`config.mk`:
```
export PLATFORM = sky130hd
export DESIGN_NAME = asd_decoder
export DESIGN_NICKNAME = d
export VERILOG_FILES = /design/src/design/asd_pkg.sv /design/src/design/asd_decoder.sv /design/src/design/asd_sync.sv /design/src/design/asd_shift.sv
export SDC_FILE = /design/constraint.sdc
export NUM_CORES = 1
export LEC_CHECK = 0
export BUFFER_PORTS_ARGS = -buffer_cell sky130_fd_sc_hd__buf_2
export CAP_MARGIN = 25
export CORE_MARGIN = 5
export CORE_UTILIZATION = 45
export CTS_CLUSTER_SIZE = 40
export DETAILED_ROUTE_END_ITERATION = 10
export PLACE_DENSITY = 0.73
export SYNTH_ARGS = -nofsm -noshare
export SYNTH_HDL_FRONTEND = slang
export SYNTH_SLANG_ARGS = --single-unit
```
`constraint.sdc`:
```
create_clock -name sys_clk -period 2.6 [get_ports sys_clk]
set_clock_uncertainty 0.2 [all_clocks]
set_input_delay 0.13 -clock sys_clk [delete_from_list [all_inputs] [get_ports sys_clk]]
set_output_delay 0.13 -clock sys_clk [all_outputs]
set_load 0.03 [all_outputs]
```
`src/design/asd_pkg.sv`:
```
package asd_pkg;
    // single-byte opcodes
    localparam logic [7:0] WAKE_OP = 8'h02;
    localparam logic [7:0] STANDBY_OP = 8'h04;
    localparam logic [7:0] RESET_OP = 8'h06;
    localparam logic [7:0] START_OP = 8'h08;
    localparam logic [7:0] STOP_OP = 8'h0a;
    localparam logic [7:0] OFFSET_CALIBRATE_CMD = 8'h1a;
    localparam logic [7:0] CONTINUOUS_OUTPUT_ON_CMD = 8'h10;
    localparam logic [7:0] CONTINUOUS_OUTPUT_OFF_CMD = 8'h11;
    localparam logic [7:0] READ_ONCE_OP = 8'h12;
    // multi-byte opcode prefixes
    localparam logic [2:0] REGISTER_READ_CMD = 3'h1;
    localparam logic [2:0] REGISTER_WRITE_CMD = 3'h2;
    localparam logic [2:0] SECOND_BYTE_TOP = 3'h0;
    // bit counts
    localparam logic [3:0] SYS_DECODE_EDGE = 4'h7;
    localparam logic [3:0] REG_DECODE_EDGE = 4'h8;
    localparam logic [4:0] READ_DRIVE_EDGE = 5'h11;
    // timing, in master clock and modulator clock cycles
    localparam int RESET_MOD_CYCLES = 9;
    localparam int CLK_PER_MOD = 4;
    localparam int RESET_CYCLES = RESET_MOD_CYCLES * CLK_PER_MOD;
    localparam logic [5:0] RESET_COUNT = 6'(RESET_CYCLES);
    // reset values
    localparam logic CONT_MODE_RESET = 1'b1;
    localparam logic RUN_RESET = 1'b0;
    localparam logic STANDBY_RESET = 1'b0;

    typedef enum logic [4:0] {
        ASD_IDLE = 5'b00001,
        ASD_ARG = 5'b00010,
        ASD_RDATA = 5'b00100,
        ASD_WDATA = 5'b01000,
        ASD_SKIP = 5'b10000
    } asd_state_t;
endpackage

```
`src/design/asd_decoder.sv`:
```
module asd_decoder
    import asd_pkg::*;
(
    // clock and reset
    input wire logic sys_clk,
    input wire logic rst_n,
    // serial link
    input wire logic cs_n,
    input wire logic sclk,
    input wire logic din,
    output logic dout,
    // conversion interface
    input wire logic result_ready_n,
    input wire logic conv_done,
    input wire logic [7:0] rd_data,
    // register access
    output logic [4:0] reg_addr,
    output logic reg_rd,
    output logic reg_wr,
    output logic [7:0] reg_wdata,
    // control outputs
    output logic standby,
    output logic converting,
    output logic cont_mode,
    output logic filter_restart,
    output logic regs_default,
    output logic offset_cal,
    output logic result_load,
    output logic resetting
);
    import asd_pkg::*;

    // ------------------------------------------------------------
    // link synchronisers and byte shifter
    // ------------------------------------------------------------
    logic cs_n_s;
    logic sclk_s;
    logic din_s;
    logic rise;
    logic fall;
    logic [7:0] shreg;
    logic [4:0] bit_cnt;
    logic ready_s;

    asd_sync #(.RESET_LEVEL(1'b1)) u_sync_cs (.sys_clk(sys_clk),
        .rst_n(rst_n), .din(cs_n), .dout(cs_n_s));
    asd_sync u_sync_sclk (.sys_clk(sys_clk), .rst_n(rst_n), .din(sclk),
        .dout(sclk_s));
    asd_sync u_sync_din (.sys_clk(sys_clk), .rst_n(rst_n), .din(din),
        .dout(din_s));
    asd_sync #(.RESET_LEVEL(1'b1)) u_sync_rdy (.sys_clk(sys_clk),
        .rst_n(rst_n), .din(result_ready_n), .dout(ready_s));

    asd_shift u_shift (
        .sys_clk(sys_clk),
        .rst_n(rst_n),
        .cs_n_s(cs_n_s),
        .sclk_s(sclk_s),
        .din_s(din_s),
        .rise(rise),
        .fall(fall),
        .shreg(shreg),
        .bit_cnt(bit_cnt)
    );

    // ------------------------------------------------------------
    // decode helpers
    // ------------------------------------------------------------
    // position of current bit within its byte, 1..7 after the fall, 0 for the eighth
    function automatic logic [2:0] bit_in_byte(input logic [4:0] cnt);
        bit_in_byte = cnt[2:0];
    endfunction

    function automatic logic is_sys_op(input logic [6:0] top7);
        logic [7:0] b;
        b = {top7, 1'b0};
        is_sys_op = (b == WAKE_OP) || (b == STANDBY_OP) ||
            (b == RESET_OP) || (b == START_OP) ||
            (b == STOP_OP) || (b == OFFSET_CALIBRATE_CMD) ||
            (b == READ_ONCE_OP);
    endfunction

    // seventh fall: six bits held plus the one arriving; bit 0 unknown,
    // so continuous on/off (10h/11h) wait for the eighth fall
    logic [6:0] top7;
    logic at7;
    logic at8;
    logic [7:0] byte_now;
    assign top7 = {shreg[5:0], din_s};
    assign at7 = fall && bit_in_byte(bit_cnt + 5'h01) == 3'(SYS_DECODE_EDGE);
    assign at8 = fall && bit_in_byte(bit_cnt + 5'h01) == 3'h0;
    assign byte_now = {shreg[6:0], din_s};

    // ------------------------------------------------------------
    // command state machine
    // ------------------------------------------------------------
    asd_state_t state;
    asd_state_t next_state;
    logic [4:0] count;
    logic [4:0] addr;
    logic is_read;
    logic [2:0] rbit;
    logic [7:0] tx;
    logic [5:0] rst_cnt;
    logic sys_hit;
    logic pending_stop;

    assign sys_hit = state == ASD_IDLE && at7 && is_sys_op(top7);

    always_comb begin
        next_state = state;
        case (state)
            ASD_IDLE: begin
                if (at8 && byte_now[7:5] == REGISTER_READ_CMD) begin
                    next_state = cont_mode ? ASD_SKIP : ASD_ARG;
                end else if (at8 && byte_now[7:5] == REGISTER_WRITE_CMD) begin
                    next_state = ASD_ARG;
                end
            end
            ASD_ARG: begin
                if (at8) begin
                    if (byte_now[7:5] != SECOND_BYTE_TOP) begin
                        next_state = ASD_SKIP;
                    end else begin
                        next_state = is_read ? ASD_RDATA : ASD_WDATA;
                    end
                end
            end
            ASD_RDATA, ASD_WDATA: begin
                if (at8 && count == 5'h00) begin
                    next_state = ASD_SKIP;
                end
            end
            ASD_SKIP: next_state = ASD_SKIP;
            default: next_state = ASD_IDLE;
        endcase
        if (cs_n_s) begin
            next_state = ASD_IDLE;
        end
    end

    always_ff @(posedge sys_clk or negedge rst_n) begin
        if (!rst_n) begin
            state <= ASD_IDLE;
        end else if (resetting) begin
            state <= ASD_IDLE;
        end else begin
            state <= next_state;
        end
    end

    // address and count tracking
    always_ff @(posedge sys_clk or negedge rst_n) begin
        if (!rst_n) begin
            addr <= 5'h00;
            count <= 5'h00;
            is_read <= 1'b0;
        end else if (at8) begin
            if (state == ASD_IDLE) begin
                addr <= byte_now[4:0];
                is_read <= byte_now[7:5] == REGISTER_READ_CMD;
            end else if (state == ASD_ARG) begin
                count <= byte_now[4:0];
            end else if (state == ASD_RDATA || state == ASD_WDATA) begin
                addr <= addr + 5'h01;
                count <= count - 5'h01;
            end
        end
    end

    // register strobes
    always_ff @(posedge sys_clk or negedge rst_n) begin
        if (!rst_n) begin
            reg_addr <= 5'h00;
            reg_rd <= 1'b0;
            reg_wr <= 1'b0;
            reg_wdata <= 8'h00;
        end else begin
            reg_rd <= 1'b0;
            reg_wr <= 1'b0;
            if (at8 && state == ASD_ARG && is_read &&
                byte_now[7:5] == SECOND_BYTE_TOP) begin
                reg_addr <= addr;
                reg_rd <= 1'b1;
            end else if (at8 && state == ASD_RDATA && count != 5'h00) begin
                reg_addr <= addr + 5'h01;
                reg_rd <= 1'b1;
            end else if (at8 && state == ASD_WDATA) begin
                reg_addr <= addr;
                reg_wdata <= byte_now;
                reg_wr <= 1'b1;
            end
        end
    end

    // ------------------------------------------------------------
    // output shifter
    // ------------------------------------------------------------
    always_ff @(posedge sys_clk or negedge rst_n) begin
        if (!rst_n) begin
            tx <= 8'h00;
            rbit <= 3'h0;
            dout <= 1'b0;
        end else if (cs_n_s) begin
            rbit <= 3'h0;
            dout <= 1'b0;
        end else if (rise && (state == ASD_RDATA ||
            (cont_mode && state == ASD_IDLE))) begin
            // first rise after sixteen bits, or the first rise of a frame in continuous mode, carries the msb
            dout <= (rbit == 3'h0) ? rd_data[7] : tx[7];
            tx <= (rbit == 3'h0) ? {rd_data[6:0], 1'b0} : {tx[6:0], 1'b0};
            rbit <= rbit + 3'h1;
        end
    end

    // ------------------------------------------------------------
    // system command effects
    // ------------------------------------------------------------
    always_ff @(posedge sys_clk or negedge rst_n) begin
        if (!rst_n) begin
            standby <= STANDBY_RESET;
            cont_mode <= CONT_MODE_RESET;
            offset_cal <= 1'b0;
            filter_restart <= 1'b0;
            regs_default <= 1'b0;
            rst_cnt <= 6'h00;
            resetting <= 1'b0;
        end else begin
            offset_cal <= 1'b0;
            filter_restart <= 1'b0;
            regs_default <= 1'b0;
            if (resetting) begin
                rst_cnt <= rst_cnt - 6'h01;
                if (rst_cnt == 6'h01) begin
                    resetting <= 1'b0;
                end
            end
            if (sys_hit) begin
                case ({top7, 1'b0})
                    WAKE_OP: standby <= 1'b0;
                    STANDBY_OP: standby <= 1'b1;
                    RESET_OP: begin
                        filter_restart <= 1'b1;
                        regs_default <= 1'b1;
                        cont_mode <= CONT_MODE_RESET;
                        resetting <= 1'b1;
                        rst_cnt <= RESET_COUNT;
                    end
                    OFFSET_CALIBRATE_CMD: offset_cal <= 1'b1;
                    default: ;
                endcase
            end
            // on and cancel differ in bit 0, so both wait for the eighth
            if (state == ASD_IDLE && at8 &&
                byte_now == CONTINUOUS_OUTPUT_ON_CMD) begin
                cont_mode <= 1'b1;
            end
            if (state == ASD_IDLE && at8 &&
                byte_now == CONTINUOUS_OUTPUT_OFF_CMD) begin
                cont_mode <= 1'b0;
            end
        end
    end

    // conversions: start when running only clears a pending stop, stop lets current finish
    always_ff @(posedge sys_clk or negedge rst_n) begin
        if (!rst_n) begin
            converting <= RUN_RESET;
            pending_stop <= 1'b0;
        end else if (sys_hit && {top7, 1'b0} == RESET_OP) begin
            converting <= RUN_RESET;
            pending_stop <= 1'b0;
        end else if (sys_hit && {top7, 1'b0} == START_OP) begin
            converting <= 1'b1;
            pending_stop <= 1'b0;
        end else if (sys_hit && {top7, 1'b0} == STOP_OP) begin
            pending_stop <= converting;
        end else if (pending_stop && conv_done) begin
            converting <= 1'b0;
            pending_stop <= 1'b0;
        end
    end

    // result latch: each ready in continuous mode, or on-demand read
    logic ready_d;
    always_ff @(posedge sys_clk or negedge rst_n) begin
        if (!rst_n) begin
            ready_d <= 1'b1;
            result_load <= 1'b0;
        end else begin
            ready_d <= ready_s;
            result_load <= (cont_mode && ready_d && !ready_s) ||
                (sys_hit && {top7, 1'b0} == READ_ONCE_OP);
        end
    end
endmodule // asd_decoder

```
`src/design/asd_sync.sv`:
```
module asd_sync #(
    // level held in reset, the pin's idle level
    parameter logic RESET_LEVEL = 1'b0
) (
    // clock and reset
    input wire logic sys_clk,
    input wire logic rst_n,
    // raw and synchronised level
    input wire logic din,
    output logic dout
);
    logic stage1;

    always_ff @(posedge sys_clk or negedge rst_n) begin
        if (!rst_n) begin
            stage1 <= RESET_LEVEL;
            dout <= RESET_LEVEL;
        end else begin
            stage1 <= din;
            dout <= stage1;
        end
    end
endmodule // asd_sync

```
`src/design/asd_shift.sv`:
```
module asd_shift (
    // clock and reset
    input wire logic sys_clk,
    input wire logic rst_n,
    // synchronised link
    input wire logic cs_n_s,
    input wire logic sclk_s,
    input wire logic din_s,
    // edge and byte view
    output logic rise,
    output logic fall,
    output logic [7:0] shreg,
    output logic [4:0] bit_cnt
);
    logic sclk_d;

    always_ff @(posedge sys_clk or negedge rst_n) begin
        if (!rst_n) begin
            sclk_d <= 1'b0;
        end else begin
            sclk_d <= sclk_s;
        end
    end

    assign rise = sclk_s & ~sclk_d & ~cs_n_s;
    assign fall = ~sclk_s & sclk_d & ~cs_n_s;

    // bits shift in on falling edges; count runs across the whole command
    always_ff @(posedge sys_clk or negedge rst_n) begin
        if (!rst_n) begin
            shreg <= 8'h00;
            bit_cnt <= 5'h00;
        end else if (cs_n_s) begin
            bit_cnt <= 5'h00;
        end else if (fall) begin
            shreg <= {shreg[6:0], din_s};
            bit_cnt <= bit_cnt + 5'h01;
        end
    end
endmodule // asd_shift

```
==> metrics list <==
- The core region is 0.007807 mm².
- The netlist uses 56 different library cells.
* Critical path start-end classification: flop to flop
- Count of vias placed by the detailed router: 2786
* Actual transition at the worst max-transition pin: 482.3 ps
- Most used flip-flop cell after synthesis: sky130_fd_sc_hd__dfrtp_1
* Sequential element share of the synthesized area: 52.21%
* Status: completed
- FF+latch count, synth: 76
* Power, Total: 0.002868 W
- The first TritonRoute pass finished after 4 iterations.
- In the routed design, unresolved DRC markers number 0.
* Number of hold violations in the final report: 0
- At the worst endpoint, the arrival time is 2500 ps.
- The via count of the first global-routing pass came to 2847.
* Ant diodes: 0
* Maximum single-stage delay on the critical path: 490 ps
* Worst hold path depth: 0
- Among cell families on the critical path, the largest total delay comes from simple AND/OR/NAND/NOR gates.
- The congestion estimate from routability-driven global placement came to 0.8786.
- Final setup vio count: 0
* Total routed wirelength: 7517 µm
- Filler cells: 684
- First DRT Iteration DRCs: 160
- Top-area cell type share of the netlist area: 47.18%
- TritonCTS built the clock tree.
* Post-Synthesis Mean Instance Area: 10.43 µm²
- Data required, critical path: 2650 ps
- For flop-to-flop paths, the worst setup slack is 150 ps.
* CTS Root Buffer Type: sky130_fd_sc_hd__clkbuf_8
- Cell depth of the worst flop-to-flop path: 5
* Unrepaired setup endpoints after global routing: false
- The die covers 0.01004 mm².
- Counting both buffers and inverters, the worst setup path holds a total of 1.
- The die is 100.2 µm tall.
- Layout cells sized above 1: 25.84%
- Max Fclk: 408.8 MHz
* Number of warning messages in the yosys log: 0
- CTS built an H-tree with a depth of 3.
- The mapped netlist covers 0.003660 mm².
- STA classifies the critical path startpoint as a flop.
* Via count normalized by instance count: 5.358
* Number of nets at the end of the flow: 438
- Total power density per cell area: 651.9 mW/mm²
* Most frequently used cell type in the post-synthesis netlist: sky130_fd_sc_hd__dfrtp_1
- Largest voltage drop on the vdd net: 347.4 µV
- The worst register-to-register path ends at state[4].
* Final slew viol count: 0
- The floorplan has 32 rows.
* Shortest clock period the worst path allows after layout: 2446 ps
- After detailed routing, the average wire length per cell comes to 14.46 µm.
* Endpoint kind of the worst setup timing path: flop
* Number of placed I/O pins: 39
* TritonCTS buffer count: 9
* First-pass GRT wire length: 13170 µm
- Antenna violations before repair: 0
* Library cell occupying the most area in the post-synthesis netlist: sky130_fd_sc_hd__dfrtp_1
- Adding up every negative setup slack in the final design gives 0 ps.
- Of all nets on the critical path, the largest fanout is 9.
- In the synthesized netlist the async set-or-reset flop fraction comes to 100.0%.
- Entering global routing, the biggest net connects 77 pins.
- Remaining global-route overflow: 0
* Worst-Skew Late Latency: 350 ps
- Global-route usage over all layers: 16.27%
- Port buffering added 38 buffers.
- Walking the worst path, the cells encountered are or3_1 > or3b_1 > buf_4 > a311oi_1 > nor3b_1.
- Measured against its own limit, the worst slew margin works out to 67.39%.
* Crit-path slowest cell: sky130_fd_sc_hd__or3_1
* Clock net sink count: 76
- The worst hold path belongs to the class flop to flop.
* Cell Count Post-Placement: 488
- Worst-case clock buffer depth: 2
- From synthesis to final layout, the design area changed by 20.21%.
- Across the run, the number of max-cap violations was 0.
- Leaving out filler cells and counting taps, the final layout contains 520.
- Hold path startpoint: u_sync_sclk.stage1
- In the synthesized netlist, the number of instances is 351.
- Syn Nets: 376
* EDFF count, synth: 0
* Launching element of the worst setup path: state[3]
- Destination of the worst hold path: u_sync_sclk.dout
- After clock tree synthesis, the clock-pin slew on the worst setup and hold paths is 70 ps.
- The floorplan step set the die width to 100.2 µm.
* Detail Route Antenna Nets: 0
- In this run the static leakage power is 2.127 nW.
- After clock tree synthesis, the setup repair step added 0 buffers.
- Detailed placement finished with a half-perimeter wire length of 5246 µm.
* Fin crit share: 94.09%
* Most frequent cells after synthesis: sky130_fd_sc_hd__dfrtp_1, sky130_fd_sc_hd__nor2_1, sky130_fd_sc_hd__nand2_1, sky130_fd_sc_hd__o21ai_0, sky130_fd_sc_hd__mux2_2
- R2R Path Start: state[3]
- The initial utilization of the core area, before any placement, comes to 46.88%.
- Synth top area cells: sky130_fd_sc_hd__dfrtp_1, sky130_fd_sc_hd__mux2_2, sky130_fd_sc_hd__dfstp_2, sky130_fd_sc_hd__nor2_1, sky130_fd_sc_hd__ha_1
## cells in the final DEF (no fill, tap or decap), types with 4 or more instances in the layout
cell type,instances
sky130_fd_sc_hd__a21oi_1,18
sky130_fd_sc_hd__o21ai_0,22
sky130_fd_sc_hd__nor2_1,41
sky130_fd_sc_hd__buf_4,14
sky130_fd_sc_hd__dfstp_2,7
sky130_fd_sc_hd__mux2_2,21
sky130_fd_sc_hd__nor3_1,10
sky130_fd_sc_hd__inv_1,14
sky130_fd_sc_hd__nand3_1,8
sky130_fd_sc_hd__nand4_1,5
sky130_fd_sc_hd__or3_1,4
sky130_fd_sc_hd__nand2b_1,6
sky130_fd_sc_hd__o211ai_1,5
sky130_fd_sc_hd__buf_2,37
sky130_fd_sc_hd__dlygate4sd3_1,15
sky130_fd_sc_hd__nor3b_1,5
sky130_fd_sc_hd__xor2_1,6
sky130_fd_sc_hd__xnor2_1,6
sky130_fd_sc_hd__ha_1,10
sky130_fd_sc_hd__clkbuf_8,10
sky130_fd_sc_hd__dfrtp_1,69
sky130_fd_sc_hd__mux2i_1,7
sky130_fd_sc_hd__nand2_1,26
## how the worst max path moves through the flow
stage / endpoint / depth (start not counted) / slack, ps
floorplan: reg_addr[0] / 7 / 150
global placement: state[2] / 7 / 170
detailed placement: state[2] / 7 / 90
CTS: state[2] / 7 / 80
global route: count[3] / 6 / 40
finish: state[4] / 5 / 150
## power by group
part	internal, W	switching, W	leakage, nW	total (W)
clock	0.000478	0.000454	0.0995	0.000931
sequential	0.00126	0.000123	0.980	0.00138
combinational	0.000244	0.000314	1.05	0.000558
## cell families (layout without fill, tap and decap cells)
kind of cell | after synthesis | in the layout | share of synthesized area (%)
simple gates | 127 | 127 | 17.81
flops | 76 | 76 | 52.21
compound gates | 68 | 68 | 11.86
buf+inv | 30 | 97 | 3.453
mux | 28 | 28 | 8.376
xor+xnor | 12 | 12 | 2.872
fa+ha+maj | 10 | 10 | 3.419
## metrics by stage
stage	util [%]	hold slack, ps	worst slack [ps]	cell area, µm²
final	56.35	151.9	153.6	4399
after detailed placement	51.28	36.19	93.79	4004
after global placement	51.28	34.98	167.0	4004
after CTS	55.75	153.8	84.26	4353
after global routing	56.35	162.6	36.12	4399
after floorplan	-	-365.6	150.0	3660
## state kept, by name, indices dropped and copies added (netlist names), 3 cells and up
| signal | flops |
|---|---|
| reg_addr | 5 |
| tx | 7 |
| u_shift.shreg | 7 |
| addr | 5 |
| u_shift.bit_cnt | 3 |
| rbit | 3 |
| state | 5 |
| rst_cnt | 6 |
| count | 5 |
| reg_wdata | 8 |
## what timing repair did
action / CTS / global route
hold buffers: 14 / 1
gates resized for setup: 0 / 2
endpoints found under the hold margin: 82 / 2
setup endpoints to repair: 0 / 2
## per-layer routing
metal  up-vias  part of all wire, %  GRT usage, %
li1       1362                    -             -
met1      1343                   45         21.07
met2        68                   48         26.30
met3        13                  4.8         4.031
met4         0                  2.1         6.321
met5         -                    0             0
## layout make-up
type	count	area, µm²	area share [%]
flip-flops and latches	76	1911	43.43
clock buffers	10	137.6	3.129
repair buffers	67	467.9	10.64
inverters	14	52.55	1.195
clock inverters	6	71.32	1.621
well taps	102	127.6	2.901
multi-input cells	245	1632	37.09
No activity file was read; power rests on OpenSTA's default activity.
